[config.mk]
export PLATFORM = sky130hd
export DESIGN_NAME = rtc_top
export DESIGN_NICKNAME = d
export VERILOG_FILES = /design/src/include/rtc_pkg.sv /design/src/logic/rtc_top.sv
export VERILOG_INCLUDE_DIRS = /design/src /design/src/include
export SDC_FILE = /design/constraint.sdc
export NUM_CORES = 1
export LEC_CHECK = 0
export BUFFER_PORTS_ARGS = -buffer_cell sky130_fd_sc_hd__buf_2
export CELL_PAD_IN_SITES_DETAIL_PLACEMENT = 1
export CELL_PAD_IN_SITES_GLOBAL_PLACEMENT = 2
export CORE_UTILIZATION = 34
export CTS_BUF_LIST = sky130_fd_sc_hd__clkbuf_8
export CTS_CLUSTER_DIAMETER = 200
export CTS_CLUSTER_SIZE = 12
export DETAILED_ROUTE_END_ITERATION = 10
export PLACE_DENSITY = 0.75
export SLEW_MARGIN = 10
export SYNTH_ARGS = -nofsm -noshare
export SYNTH_HDL_FRONTEND = slang
export SYNTH_SLANG_ARGS = --single-unit
[constraint.sdc]
create_clock -name ref_clk -period 2.38 [get_ports ref_clk]
set_clock_uncertainty 0.1 [all_clocks]
set_input_delay 0.119 -clock ref_clk [delete_from_list [all_inputs] [get_ports ref_clk]]
set_output_delay 0.119 -clock ref_clk [all_outputs]
set_load 0.03 [all_outputs]
[src/include/rtc_defines.svh]
// Purpose: named constants of the tag controller
// Assumes: field clock recovered at 125 kHz, system clock at 25 MHz
// Notes:   definitions only
`ifndef RTC_DEFINES_SVH
`define RTC_DEFINES_SVH
// ----------------------------------------------------------------
// clock and timing
// ----------------------------------------------------------------
`define RTC_CLK_HZ 25000000
`define RTC_FIELD_HZ 125000
`define RTC_FC_DIV (`RTC_CLK_HZ / `RTC_FIELD_HZ)
`define RTC_CFG_FC 114
`define RTC_DELAY_FC 8192
`define RTC_PROG_TIME_US 18000
`define RTC_PROG_FC (`RTC_PROG_TIME_US * (`RTC_FIELD_HZ / 1000) / 1000)
`define RTC_START_GAP_FC 40
`define RTC_ZERO_MIN 16
`define RTC_ZERO_MAX 32
`define RTC_ONE_MIN 48
`define RTC_ONE_MAX 64
`define RTC_RATE_SLOW 32
`define RTC_RATE_FAST 16
// ----------------------------------------------------------------
// frame lengths and opcodes
// ----------------------------------------------------------------
`define RTC_LEN_RESET 2
`define RTC_LEN_DIRECT 7
`define RTC_LEN_SHORT 38
`define RTC_LEN_STD 40
`define RTC_OP_RESET 2'h0
`define RTC_OP_SHORT 2'h2
`define RTC_OP_STD 2'h3
// ----------------------------------------------------------------
// configuration block 0 field positions, lock bit of every block
// ----------------------------------------------------------------
`define RTC_CFG_LAST_BLOCK_LIMIT_LSB 0
`define RTC_CFG_SDELAY_BIT 5
`define RTC_CFG_RATE_BIT 6
`define RTC_CFG_ENC_BIT 7
`define RTC_CFG_SUPP_BIT 8
`define RTC_LOCK_BIT 32
// ----------------------------------------------------------------
// register map
// ----------------------------------------------------------------
`define RTC_REG_CTRL 4'h0
`define RTC_REG_STATUS 4'h4
`define RTC_REG_CONFIG 4'h8
`define RTC_CTRL_RESTART 0
`endif

[src/include/rtc_pkg.sv]
// Purpose: shared types of the tag controller
// Assumes: used together with rtc_defines.svh
// Notes:   states, configuration carrier
package rtc_pkg;
  // ----------------------------------------------------------------
  // controller states
  // ----------------------------------------------------------------
  typedef enum logic [2:0] {
    ST_CFG = 3'b000,
    ST_DELAY = 3'b001,
    ST_UP = 3'b010,
    ST_DOWN = 3'b011,
    ST_LOCKCHK = 3'b100,
    ST_PROG = 3'b101,
    ST_DEFEAT = 3'b110
  } rtc_state_t;
  // ----------------------------------------------------------------
  // mode settings taken from block 0
  // ----------------------------------------------------------------
  typedef struct packed {
    logic transmit_suppress;
    logic encoding_select;
    logic bit_rate_select;
    logic startup_delay_setting;
    logic [4:0] last_block_limit;
  } rtc_cfg_t;
endpackage

[src/logic/rtc_top.sv]
// Purpose: control logic of a passive read/write tag
// Assumes: gap detector and EEPROM answer synchronous to ref_clk
// Notes:   field clock is a one-cycle enable from a divider
//
// The register addresses and strobed register access were chosen for this implementation.
`timescale 1ns/1ps
`default_nettype none
`include "rtc_defines.svh"
module rtc_top import rtc_pkg::*; #(
  parameter int DELAY_FC = `RTC_DELAY_FC,
  parameter int PROG_FC = `RTC_PROG_FC,
  parameter int FC_DIV = `RTC_FC_DIV
) (
  input wire logic ref_clk,
  input wire logic arst_n,
  input wire logic gap_det,
  input wire logic [32:0] eep_rdata,
  input wire logic eep_verify_ok,
  output logic [4:0] eep_addr,
  output logic [32:0] eep_wdata,
  output logic eep_prog,
  output logic damp,
  input wire logic [3:0] addr,
  input wire logic [31:0] wdata,
  input wire logic wr,
  input wire logic rd,
  output logic [31:0] rdata
);
  // ----------------------------------------------------------------
  // elaboration checks
  // ----------------------------------------------------------------
  // counters are 16 bits wide; a divider below 2 leaves no idle cycle between ticks
  if (DELAY_FC < 1 || DELAY_FC > 65535 || PROG_FC < 1 || PROG_FC > 65535 || FC_DIV < 2 ||
      FC_DIV > 65536) begin
    $error("rtc_top: unsupported parameter value");
  end

  rtc_state_t state;
  rtc_cfg_t cfg;
  logic fc_tick;
  logic [15:0] div_cnt;
  logic [15:0] tcnt;
  logic gap_q;
  logic [6:0] gap_len;
  logic [6:0] icnt;
  logic [39:0] sr;
  logic [5:0] nbits;
  logic direct;
  logic [4:0] cur_blk;
  logic [4:0] tgt_blk;
  logic start_ph;
  logic [5:0] bit_idx;
  logic [5:0] ph_cnt;
  logic prev_bit;
  logic psk_ph;
  logic sub_ph;
  logic soft_restart;

  // gap level seen on a field clock; onset and start gap qualifiers
  wire gap_on = fc_tick && gap_det && !gap_q;
  wire start_gap = fc_tick && gap_det && gap_len == 7'(`RTC_START_GAP_FC - 1);
  wire init_busy = state == ST_CFG || state == ST_DELAY;
  wire [5:0] period = cfg.bit_rate_select ? 6'(`RTC_RATE_SLOW) : 6'(`RTC_RATE_FAST);
  wire cur_bit = start_ph ? 1'b0 : eep_rdata[5'(31 - 32'(bit_idx[4:0]))];

  // first block of a cyclic stream
  function automatic logic [4:0] first_blk(input rtc_cfg_t c);
    first_blk = (c.last_block_limit == 5'h00) ? 5'h00 : 5'h01;
  endfunction

  // ----------------------------------------------------------------
  // field clock enable
  // ----------------------------------------------------------------
  // divider from the system clock stands in for the recovered carrier
  always_ff @(posedge ref_clk or negedge arst_n) begin
    if (!arst_n) begin
      div_cnt <= 16'h0000;
      fc_tick <= 1'b0;
    end else begin
      fc_tick <= div_cnt == 16'(FC_DIV - 1);
      div_cnt <= (div_cnt == 16'(FC_DIV - 1)) ? 16'h0000 : div_cnt + 16'h0001;
    end
  end

  // ----------------------------------------------------------------
  // gap sampling and interval counting
  // ----------------------------------------------------------------
  // interval counts only field clocks outside gaps, the field is off inside
  always_ff @(posedge ref_clk or negedge arst_n) begin
    if (!arst_n) begin
      gap_q <= 1'b0;
      gap_len <= 7'h00;
      icnt <= 7'h00;
    end else if (fc_tick) begin
      gap_q <= gap_det;
      gap_len <= gap_det ? ((gap_len == 7'h7f) ? gap_len : gap_len + 7'h01) : 7'h00;
      if (gap_on || start_gap)
        icnt <= 7'h00;
      else if (!gap_det && icnt != 7'h7f)
        icnt <= icnt + 7'h01;
    end
  end

  // ----------------------------------------------------------------
  // main sequencer
  // ----------------------------------------------------------------
  // one counter serves configuration, delay and programming time
  always_ff @(posedge ref_clk or negedge arst_n) begin
    if (!arst_n) begin
      state <= ST_CFG;
      tcnt <= 16'h0000;
      cfg <= '0;
      sr <= 40'h00_0000_0000;
      nbits <= 6'h00;
      direct <= 1'b0;
      tgt_blk <= 5'h00;
      eep_wdata <= 33'h0_0000_0000;
      eep_prog <= 1'b0;
    end else begin
      eep_prog <= 1'b0;
      if (soft_restart) begin
        state <= ST_CFG;
        tcnt <= 16'h0000;
      end else if (init_busy && gap_on) begin
        state <= ST_CFG;
        tcnt <= 16'h0000;
      end else if (start_gap && !init_busy && state != ST_DOWN) begin
        state <= ST_DOWN;
        nbits <= 6'h00;
        direct <= 1'b0;
      end else if (fc_tick) begin
        case (state)
          ST_CFG: begin
            tcnt <= tcnt + 16'h0001;
            if (tcnt == 16'(`RTC_CFG_FC - 1)) begin
              cfg.last_block_limit <= eep_rdata[`RTC_CFG_LAST_BLOCK_LIMIT_LSB +: 5];
              cfg.startup_delay_setting <= eep_rdata[`RTC_CFG_SDELAY_BIT];
              cfg.bit_rate_select <= eep_rdata[`RTC_CFG_RATE_BIT];
              cfg.encoding_select <= eep_rdata[`RTC_CFG_ENC_BIT];
              cfg.transmit_suppress <= eep_rdata[`RTC_CFG_SUPP_BIT];
              tcnt <= 16'h0000;
              direct <= 1'b0;
              state <= eep_rdata[`RTC_CFG_SDELAY_BIT] ? ST_DELAY : ST_UP;
            end
          end
          ST_DELAY: begin
            tcnt <= tcnt + 16'h0001;
            if (tcnt == 16'(DELAY_FC - 1))
              state <= ST_UP;
          end
          ST_DOWN: begin
            if (gap_on) begin
              // classify the interval that this gap closes
              if (icnt >= 7'(`RTC_ZERO_MIN) && icnt <= 7'(`RTC_ZERO_MAX)) begin
                sr <= {sr[38:0], 1'b0};
                nbits <= (nbits == 6'h3f) ? nbits : nbits + 6'h01;
              end else if (icnt >= 7'(`RTC_ONE_MIN) && icnt <= 7'(`RTC_ONE_MAX)) begin
                sr <= {sr[38:0], 1'b1};
                nbits <= (nbits == 6'h3f) ? nbits : nbits + 6'h01;
              end else begin
                direct <= 1'b0;
                state <= ST_UP;
              end
            end else if (!gap_det && icnt == 7'(`RTC_ONE_MAX)) begin
              // silence ends the frame; its length picks the command
              state <= ST_UP;
              direct <= 1'b0;
              if (nbits == 6'(`RTC_LEN_RESET) && sr[1:0] == `RTC_OP_RESET) begin
                state <= ST_CFG;
                tcnt <= 16'h0000;
              end else if (nbits == 6'(`RTC_LEN_DIRECT) && sr[6:5] == `RTC_OP_STD) begin
                direct <= 1'b1;
                tgt_blk <= sr[4:0];
              end else if (nbits == 6'(`RTC_LEN_STD) && sr[39:38] == `RTC_OP_STD) begin
                eep_wdata <= sr[37:5];
                tgt_blk <= sr[4:0];
                state <= ST_LOCKCHK;
              end else if (nbits == 6'(`RTC_LEN_SHORT) && sr[37:36] == `RTC_OP_SHORT) begin
                eep_wdata <= sr[35:3];
                tgt_blk <= {2'b00, sr[2:0]};
                state <= ST_LOCKCHK;
              end
            end
          end
          ST_LOCKCHK: begin
            direct <= 1'b1;
            tcnt <= 16'h0000;
            if (eep_rdata[`RTC_LOCK_BIT])
              state <= ST_UP;
            else begin
              eep_prog <= 1'b1;
              state <= ST_PROG;
            end
          end
          ST_PROG: begin
            tcnt <= tcnt + 16'h0001;
            if (tcnt == 16'(PROG_FC - 1))
              state <= eep_verify_ok ? ST_UP : ST_DEFEAT;
          end
          default: ;
        endcase
      end
    end
  end

  // ----------------------------------------------------------------
  // uplink bit timing and block walk
  // ----------------------------------------------------------------
  // restarted whenever the sequencer is outside uplink
  always_ff @(posedge ref_clk or negedge arst_n) begin
    if (!arst_n) begin
      start_ph <= 1'b1;
      bit_idx <= 6'h00;
      ph_cnt <= 6'h00;
      cur_blk <= 5'h00;
    end else if (state != ST_UP) begin
      start_ph <= 1'b1;
      bit_idx <= 6'h00;
      ph_cnt <= 6'h00;
      cur_blk <= (state == ST_CFG) ? 5'h00 : (direct ? tgt_blk : first_blk(cfg));
    end else if (start_ph && direct && cur_blk != tgt_blk) begin
      // direct mode rises on the entry edge itself; catch up before the data bits
      cur_blk <= tgt_blk;
    end else if (fc_tick) begin
      ph_cnt <= ph_cnt + 6'h01;
      if (ph_cnt == period - 6'h01) begin
        ph_cnt <= 6'h00;
        if (start_ph)
          start_ph <= 1'b0;
        else if (bit_idx == 6'd31) begin
          bit_idx <= 6'h00;
          if (direct)
            cur_blk <= tgt_blk;
          else if (cur_blk >= cfg.last_block_limit)
            cur_blk <= first_blk(cfg);
          else
            cur_blk <= cur_blk + 5'h01;
        end else
          bit_idx <= bit_idx + 6'h01;
      end
    end
  end

  // memory address follows the sequencer's need
  always_ff @(posedge ref_clk or negedge arst_n) begin
    if (!arst_n)
      eep_addr <= 5'h00;
    else if (state == ST_CFG)
      eep_addr <= 5'h00;
    else if (state == ST_LOCKCHK || state == ST_PROG)
      eep_addr <= tgt_blk;
    else
      eep_addr <= cur_blk;
  end

  // ----------------------------------------------------------------
  // modulator
  // ----------------------------------------------------------------
  // psk phase tracks data changes; subcarrier toggles every field clock
  always_ff @(posedge ref_clk or negedge arst_n) begin
    if (!arst_n) begin
      prev_bit <= 1'b0;
      psk_ph <= 1'b0;
      sub_ph <= 1'b0;
    end else if (state != ST_UP) begin
      prev_bit <= 1'b0;
      psk_ph <= 1'b0;
      sub_ph <= 1'b0;
    end else if (fc_tick) begin
      sub_ph <= ~sub_ph;
      if (ph_cnt == 6'h00) begin
        prev_bit <= cur_bit;
        if (cur_bit != prev_bit)
          psk_ph <= ~psk_ph;
      end
    end
  end

  // load switch drive; held on in downlink, released while programming
  always_ff @(posedge ref_clk or negedge arst_n) begin
    if (!arst_n)
      damp <= 1'b0;
    else if (state == ST_DOWN)
      damp <= 1'b1;
    else if (state != ST_UP || cfg.transmit_suppress)
      damp <= 1'b0;
    else if (!cfg.encoding_select)
      damp <= sub_ph ^ psk_ph;
    else
      damp <= (ph_cnt < (period >> 1)) ? ~cur_bit : cur_bit;
  end

  // ----------------------------------------------------------------
  // register port
  // ----------------------------------------------------------------
  // restart pulse lets software rerun initialisation like a fresh field
  always_ff @(posedge ref_clk or negedge arst_n) begin
    if (!arst_n)
      soft_restart <= 1'b0;
    else
      soft_restart <= wr && addr == `RTC_REG_CTRL && wdata[`RTC_CTRL_RESTART];
  end

  // read data valid only in the cycle after the strobe
  always_ff @(posedge ref_clk or negedge arst_n) begin
    if (!arst_n)
      rdata <= 32'h0000_0000;
    else if (!rd)
      rdata <= 32'h0000_0000;
    else begin
      case (addr)
        `RTC_REG_STATUS: rdata <= {17'h0_0000, direct, start_ph, cur_blk, bit_idx[4:0], state};
        `RTC_REG_CONFIG: rdata <= {23'h00_0000, cfg};
        default: rdata <= 32'h0000_0000;
      endcase
    end
  end

  // ----------------------------------------------------------------
  // checks
  // ----------------------------------------------------------------
  cfg_len_a: assert property (@(posedge ref_clk) disable iff (!arst_n)
    state == ST_CFG && fc_tick && tcnt == 16'(`RTC_CFG_FC - 1) && !gap_on && !soft_restart
    |=> state != ST_CFG)
    else $error("configuration period length wrong");
  delay_sel_a: assert property (@(posedge ref_clk) disable iff (!arst_n)
    $past(state) == ST_CFG && state == ST_DELAY |-> cfg.startup_delay_setting)
    else $error("startup delay taken while disabled");
  init_gap_a: assert property (@(posedge ref_clk) disable iff (!arst_n)
    init_busy && gap_on |=> state == ST_CFG && tcnt == 16'h0000)
    else $error("gap did not restart initialisation");
  start_bit_a: assert property (@(posedge ref_clk) disable iff (!arst_n)
    state == ST_UP && $past(state) != ST_UP |-> start_ph && !cur_bit)
    else $error("uplink entered without start bit");
  down_damp_a: assert property (@(posedge ref_clk) disable iff (!arst_n)
    state == ST_DOWN ##1 state == ST_DOWN |-> damp)
    else $error("damping released in downlink");
  start_gate_a: assert property (@(posedge ref_clk) disable iff (!arst_n)
    $past(init_busy) && !$past(soft_restart) |-> state != ST_DOWN)
    else $error("downlink entered during initialisation");
  timeout_a: assert property (@(posedge ref_clk) disable iff (!arst_n)
    state == ST_DOWN && fc_tick && !gap_det && icnt == 7'(`RTC_ONE_MAX) && !soft_restart
    |=> state != ST_DOWN)
    else $error("downlink not ended by silence");
  prog_quiet_a: assert property (@(posedge ref_clk) disable iff (!arst_n)
    (state == ST_PROG || state == ST_DEFEAT) ##1 (state == ST_PROG || state == ST_DEFEAT)
    |-> !damp)
    else $error("damping active while programming or defeated");
  lock_skip_a: assert property (@(posedge ref_clk) disable iff (!arst_n)
    state == ST_LOCKCHK && fc_tick && eep_rdata[`RTC_LOCK_BIT] && !soft_restart && !start_gap
    |=> state == ST_UP && !eep_prog)
    else $error("locked block was programmed");
  direct_blk_a: assert property (@(posedge ref_clk) disable iff (!arst_n)
    state == ST_UP && direct && !start_ph |-> cur_blk == tgt_blk)
    else $error("direct access sends another block");
  direct_c: cover property (@(posedge ref_clk) state == ST_UP && direct && bit_idx == 6'd31);
  write_ok_c: cover property (@(posedge ref_clk) state == ST_PROG ##1 state == ST_UP);
  defeat_c: cover property (@(posedge ref_clk) state == ST_DEFEAT ##1 state == ST_DOWN);
  reset_cmd_c: cover property (@(posedge ref_clk) state == ST_DOWN ##1 state == ST_CFG);
endmodule
`default_nettype wire

==> impl_metrics.ini, run 1 <==
[run_status]
status = completed

[yosys]
yosysUniqueCellTypes = 68
yosysTopAreaCell = dfrtp_1
synth_seq_cells = 189
netlist_area_mm2 = 0.00952
synth_top_area_share_pct = 49.4
synth_flop_cell = dfrtp_1
synth_edf_count = 0
yosys-top-cells-area = dfrtp_1, mux2_2, mux2i_1
synth_area_per_cell_um2 = 10.4
yosysWarnings = 0
ys_seq_area_share_pct = 49.7
synth_cells = 911
async_flop_share_pct = 100

[cts]
cts_tree = done
cts_made_buffers = 17
cts.sink_count = 189
clock-root-buffer = clkbuf_8
clk_pin_slew_ns = 0.12
htreeDepth = 4
clk_latency_ns = 0.48
cts_max_path_buffers = 2

[sta]
fin_crit_sh_pct = 98.4
rsz0062_at_grt = true
worst_slew_pin_slew_ns = 0.758
setup_ws_ns = 0.0379
relSlewSlack_pct = 49.0
hold_viol = 0
period_minus_slack_ns = 2.34
timing.final.max_slew_violations = 0
finalSetupViolCount = 0
tns_ns = 0
max_freq_mhz = 427

[finish]
fillCellCount = 3112
nets = 1193
area.growth.synth_to_final_pct = 23.7
drive_above_1_share_pct = 27.2
final_cell_count_no_fill = 1484
diodes = 0

[worst_setup_path]
crit_chain = buf_12, mux4_2, a22oi_1, a41oi_1, o21ai_2, xor2_1, or3_1, a21oi_2
cp_max_fo = 12
crit_path_end_kind = flop
crit_required_ns = 2.68
cpLargestDelayFamily = compound AO/OA/AOI/OAI gates
slowest_stage = mux4_2
crit_buf_inv = 1
slowest_delay_ns = 0.52
start_kind = flop
critPathKind = flop to flop
crit_arrival_ns = 2.64

[route]
wl_per_cell_um = 16.0
route.detailed.drc = 0
dr_total_vias = 7401
drt-initial-drc-count = 427
vias_per_cell = 4.99
ant_nets = 0
wl_mm = 23.7
drt-pass1-iter-count = 4

[global_route]
grt_pass1_wl_mm = 40.2
overflow = 0
grt_max_degree = 67
grt_usage_pct = 17.5
antenna_found_initial = 0
grt_pass1_vias = 7624

[pwr]
p_total_mw = 6.94
ir_drop_mv = 0.258
power_density_mw_per_mm2 = 589
p_leak_nw = 5.39

[floorplanning]
io-pin-count = 147
die_w_um = 169
dieArea_mm2 = 0.0287
dieHeight_um = 169
core_area_mm2 = 0.0272
rows = 60
start_util_pct = 35.0

[placed_design]
dp_slack_ns = 0.0316
place_hpwl_mm = 17.1
place_inst = 1425
port_buffers = 98
finalWeightedCongestion = 0.794

[flow_run]
max-cap-violations = 0

[min_path]
hold_class = input pin to asynchronous set/reset pin
## layout by cell type (no fill, tap or decap), types with 6 or more instances in the layout
| cell type | count |
|---|---|
| a21oi_1 | 22 |
| a22o_1 | 7 |
| a22oi_1 | 11 |
| and2_1 | 8 |
| and3_1 | 13 |
| buf_12 | 7 |
| buf_2 | 98 |
| buf_4 | 82 |
| clkbuf_8 | 18 |
| clkinv_8 | 6 |
| conb_1 | 17 |
| dfrtp_1 | 187 |
| dlygate4sd3_1 | 15 |
| ha_1 | 18 |
| inv_1 | 25 |
| mux2_1 | 11 |
| mux2_2 | 36 |
| mux2i_1 | 40 |
| mux4_2 | 8 |
| nand2_1 | 101 |
| nand2b_1 | 14 |
| nand3_1 | 31 |
| nand3b_1 | 6 |
| nand4_1 | 15 |
| nor2_1 | 52 |
| nor2b_1 | 20 |
| nor3_1 | 12 |
| o21ai_0 | 36 |
| o21ai_1 | 50 |
| or3_1 | 9 |
| xnor2_1 | 13 |
| xor2_1 | 20 |
## power by group
group	switching (mW)	total [mW]	internal (mW)	leakage [nW]
logic	0.761	1.37	0.612	2.61
clock network	1.39	2.21	0.816	0.210
registers	0.0731	3.36	3.29	2.57
## layer usage
metal,global-route usage [%],part of all wire [%]
met2,28.6,48
met5,0,0
met3,2.12,2.5
met1,24.4,49
met4,5.17,1.3
## worst reg2reg max path: cells and delay by family (launching register included)
family	cells	cell delay (ns)
buffers and inverters	1	0.15
DFF	1	0.39
muxes	1	0.53
AOI/OAI and AO/OA	4	0.66
xor gates and xnor gates	1	0.11
and+or+nand+nor	1	0.33
## registers in the layout, summed over array words and instances (netlist names), 3 cells and up
| register | count |
|---|---|
| sr | 40 |
| tcnt | 16 |
| cur_blk | 5 |
| icnt | 7 |
| eep_addr | 5 |
| bit_idx | 6 |
| eep_wdata | 33 |
| ph_cnt | 6 |
| tgt_blk | 5 |
| state | 3 |
| div_cnt | 16 |
| rdata | 15 |
| cfg | 9 |
| nbits | 6 |
| gap_len | 7 |
## per-stage QoR
step                      util (%)  instance area (µm²)  hold slack [ns]
after floorplan                  -                 9580           -0.277
after global placement        40.3                11000           0.0295
after detailed placement      40.3                11000           0.0302
after CTS                     42.4                11500           0.0438
after global routing          43.3                11800           0.0759
final                         43.3                11800           0.0510
## cells by family (layout without fill, tap and decap cells)
logic type                 count (synthesis)  after routing  share of synthesized area, %
and+or+nand+nor                          314            314                          16.7
DFF                                      189            189                          49.7
AOI/OAI and AO/OA                        182            182                          12.2
adders and majority gates                 19             19                          2.50
muxes                                     95             95                          11.7
buffers and inverters                     77            262                          4.09
other                                      1             17                        0.0394
xor gates and xnor gates                  34             34                          3.13
## cell type report
class                      instances  area, µm²  share of cell area (%)
clock buffer                      17        234                    1.99
clock inverter                    15        185                    1.57
timing repair buffer             205       1440                    12.2
tap                              372        465                    3.95
sequential                       189       4730                    40.2
multi-input combinational        661       4630                    39.3
inverter                          25       93.8                   0.797
## synth_stat cells (all sizes together), types with 20 or more instances
master / instances
xor2: 20
a21oi: 24
nor2b: 20
mux2: 47
mux2i: 40
dfrtp: 188
clkbuf: 20
nand3: 32
o21ai: 89
nor2: 52
nand2: 102
buf: 32
inv: 25
## what timing repair did
item / CTS / global route
hold buffers: 15 / 0
setup buffers: 0 / 12
setup endpoints to repair: 0 / 74
resized for setup: 0 / 37
endpoints found under the hold margin: 186 / 0
## final timing paths
kind	slack [ns]	end	start	cells past startpoint
worst max-delay path	0.04	psk_ph	bit_idx[0]	8
worst min-delay path	0.05	tcnt[1]	arst_n	2
min in group ref_clk	0.10	rdata[13]	addr[1]	4
max in group asynchronous	1.31	div_cnt[6]	arst_n	3
worst min register to register	0.39	eep_wdata[4]	eep_wdata[4]	2
worst max register to register	0.04	psk_ph	bit_idx[0]	8
Note: power is estimated with default switching activity, not from simulation.
==> inputs of run 2 (changes only) <==
Settings changed: CELL_PAD_IN_SITES_DETAIL_PLACEMENT 1 to unset, CELL_PAD_IN_SITES_GLOBAL_PLACEMENT 2 to unset, CORE_UTILIZATION 34 to 53.
==> impl_metrics.ini, run 2 (synthesized netlist as in run 1, its figures left out) <==
[global_route]
grt_pass1_wl_mm = 32.9
overflow = 0
antenna_found_initial = 0
grt_pass1_vias = 6952
grt_usage_pct = 22.1
grt_max_degree = 67

[sta]
fin_crit_sh_pct = 96.6
timing.final.max_slew_violations = 0
worst_slew_pin_slew_ns = 0.560
hold_viol = 0
max_freq_mhz = 435
tns_ns = 0
relSlewSlack_pct = 62.7
period_minus_slack_ns = 2.30
finalSetupViolCount = 0

[finish]
diodes = 0
final_area_mm2 = 0.0113
nets = 1160
top_regs = sr x40, eep_wdata x33
largest_reg_flops = 40
area.growth.synth_to_final_pct = 18.5
drive_above_1_share_pct = 24.4
regMostFlops = sr
final_cell_mix = dfrtp_1, nand2_1, buf_2
mostFrequentLayoutCell = dfrtp_1

[run_status]
status = completed

[route]
dr_total_vias = 7233
route.detailed.drc = 0
wl_per_cell_um = 15.2
ant_nets = 0
vias_per_cell = 5.55
drt-pass1-iter-count = 5
wl_mm = 19.9
drt-initial-drc-count = 475

[cts]
cts_tree = done
clk_latency_ns = 0.47
cts_made_buffers = 17
cts_max_path_buffers = 2
htreeDepth = 4
clk_pin_slew_ns = 0.10
clock-root-buffer = clkbuf_8
cts.sink_count = 189

[placed_design]
finalWeightedCongestion = 0.887
port_buffers = 98
place_hpwl_mm = 13.8
dpl_cell_area_mm2 = 0.0105

[min_path]
hold_class = input pin to flop
holdPathEnd = rdata[1]
hp-start = addr[2]
hold_depth = 5

[floorplanning]
dieArea_mm2 = 0.0185
io-pin-count = 147
core_area_mm2 = 0.0174
dieHeight_um = 136
rows = 48
die_w_um = 136
start_util_pct = 54.6

[worst_setup_path]
crit_path_end_kind = flop
r2r_end = sr[39]
start_kind = flop
crit_arrival_ns = 2.56
critPathKind = flop to flop
ff2ff_setup_slack_ns = 0.08
reg2reg_depth = 8
crit_required_ns = 2.64
r2r_start = icnt[2]
cp_max_fo = 10

[flow_run]
max-cap-violations = 0

[pwr]
p_leak_nw = 5.21
ir_drop_mv = 0.400
p_total_mw = 6.67
power_density_mw_per_mm2 = 591
## run 2: power by group
group	internal, mW	total (mW)	switching [mW]	leakage [nW]
logic	0.540	1.23	0.688	2.45
registers	3.29	3.36	0.0795	2.57
clock network	0.906	2.07	1.17	0.195
## run 2: worst max-delay path: stages, from the launching register on
cell       delay, ns
dfrtp_2         0.45
nor4_4          0.33
nand2_2         0.14
buf_4           0.15
o21ai_1         0.13
nand4_1         0.21
buf_4           0.21
clkbuf_16       0.17
mux2_1          0.31
## run 2: timing repair
action / CTS / global route
hold buffers: 15 / 0
resized for setup: 0 / 23
endpoints found under the setup margin: 0 / 66
hold endpoints to repair: 220 / 0
setup buffers: 0 / 8
## run 2: layer usage
metal	up-vias	part of all wire [%]	global-route usage, %
met5	-	0	0
met3	20	4.6	4.14
met1	3487	46	29.8
met2	183	48	36.1
li1	3543	-	-
met4	0	1.0	6.85
## run 2: final cells by class
class	count	area (µm²)
fillers	1410	6140
flip-flops and latches	189	4740
multi-input cells	661	4570
repair buffers	172	1200
well taps	225	282
clock buffers	19	262
clock inverters	13	128
inverters	25	93.8
## run 2: worst max-delay path by stage
stage                    start    endpoint  slack [ns]  cells past startpoint
floorplan            ph_cnt[4]  cur_blk[2]        0.13                      8
global placement    gap_len[3]      sr[28]         0.1                      6
detailed placement     icnt[0]    tcnt[12]        0.07                      8
CTS                    icnt[0]    tcnt[12]        0.03                      8
global route        gap_len[3]       sr[7]       -0.03                      7
finish                 icnt[2]      sr[39]        0.08                      8
## run 2: through the flow
step                hold WS (ns)  cells  util [%]  setup WS [ns]
floorplan                 -0.277    927         -          0.135
CTS                       0.0536   1294      63.6         0.0318
global placement          0.0388   1247      60.5         0.0998
finish                    0.0764   1304      64.8         0.0800
global route              0.0912   1304      64.8        -0.0259
detailed placement        0.0415   1247      60.5         0.0697
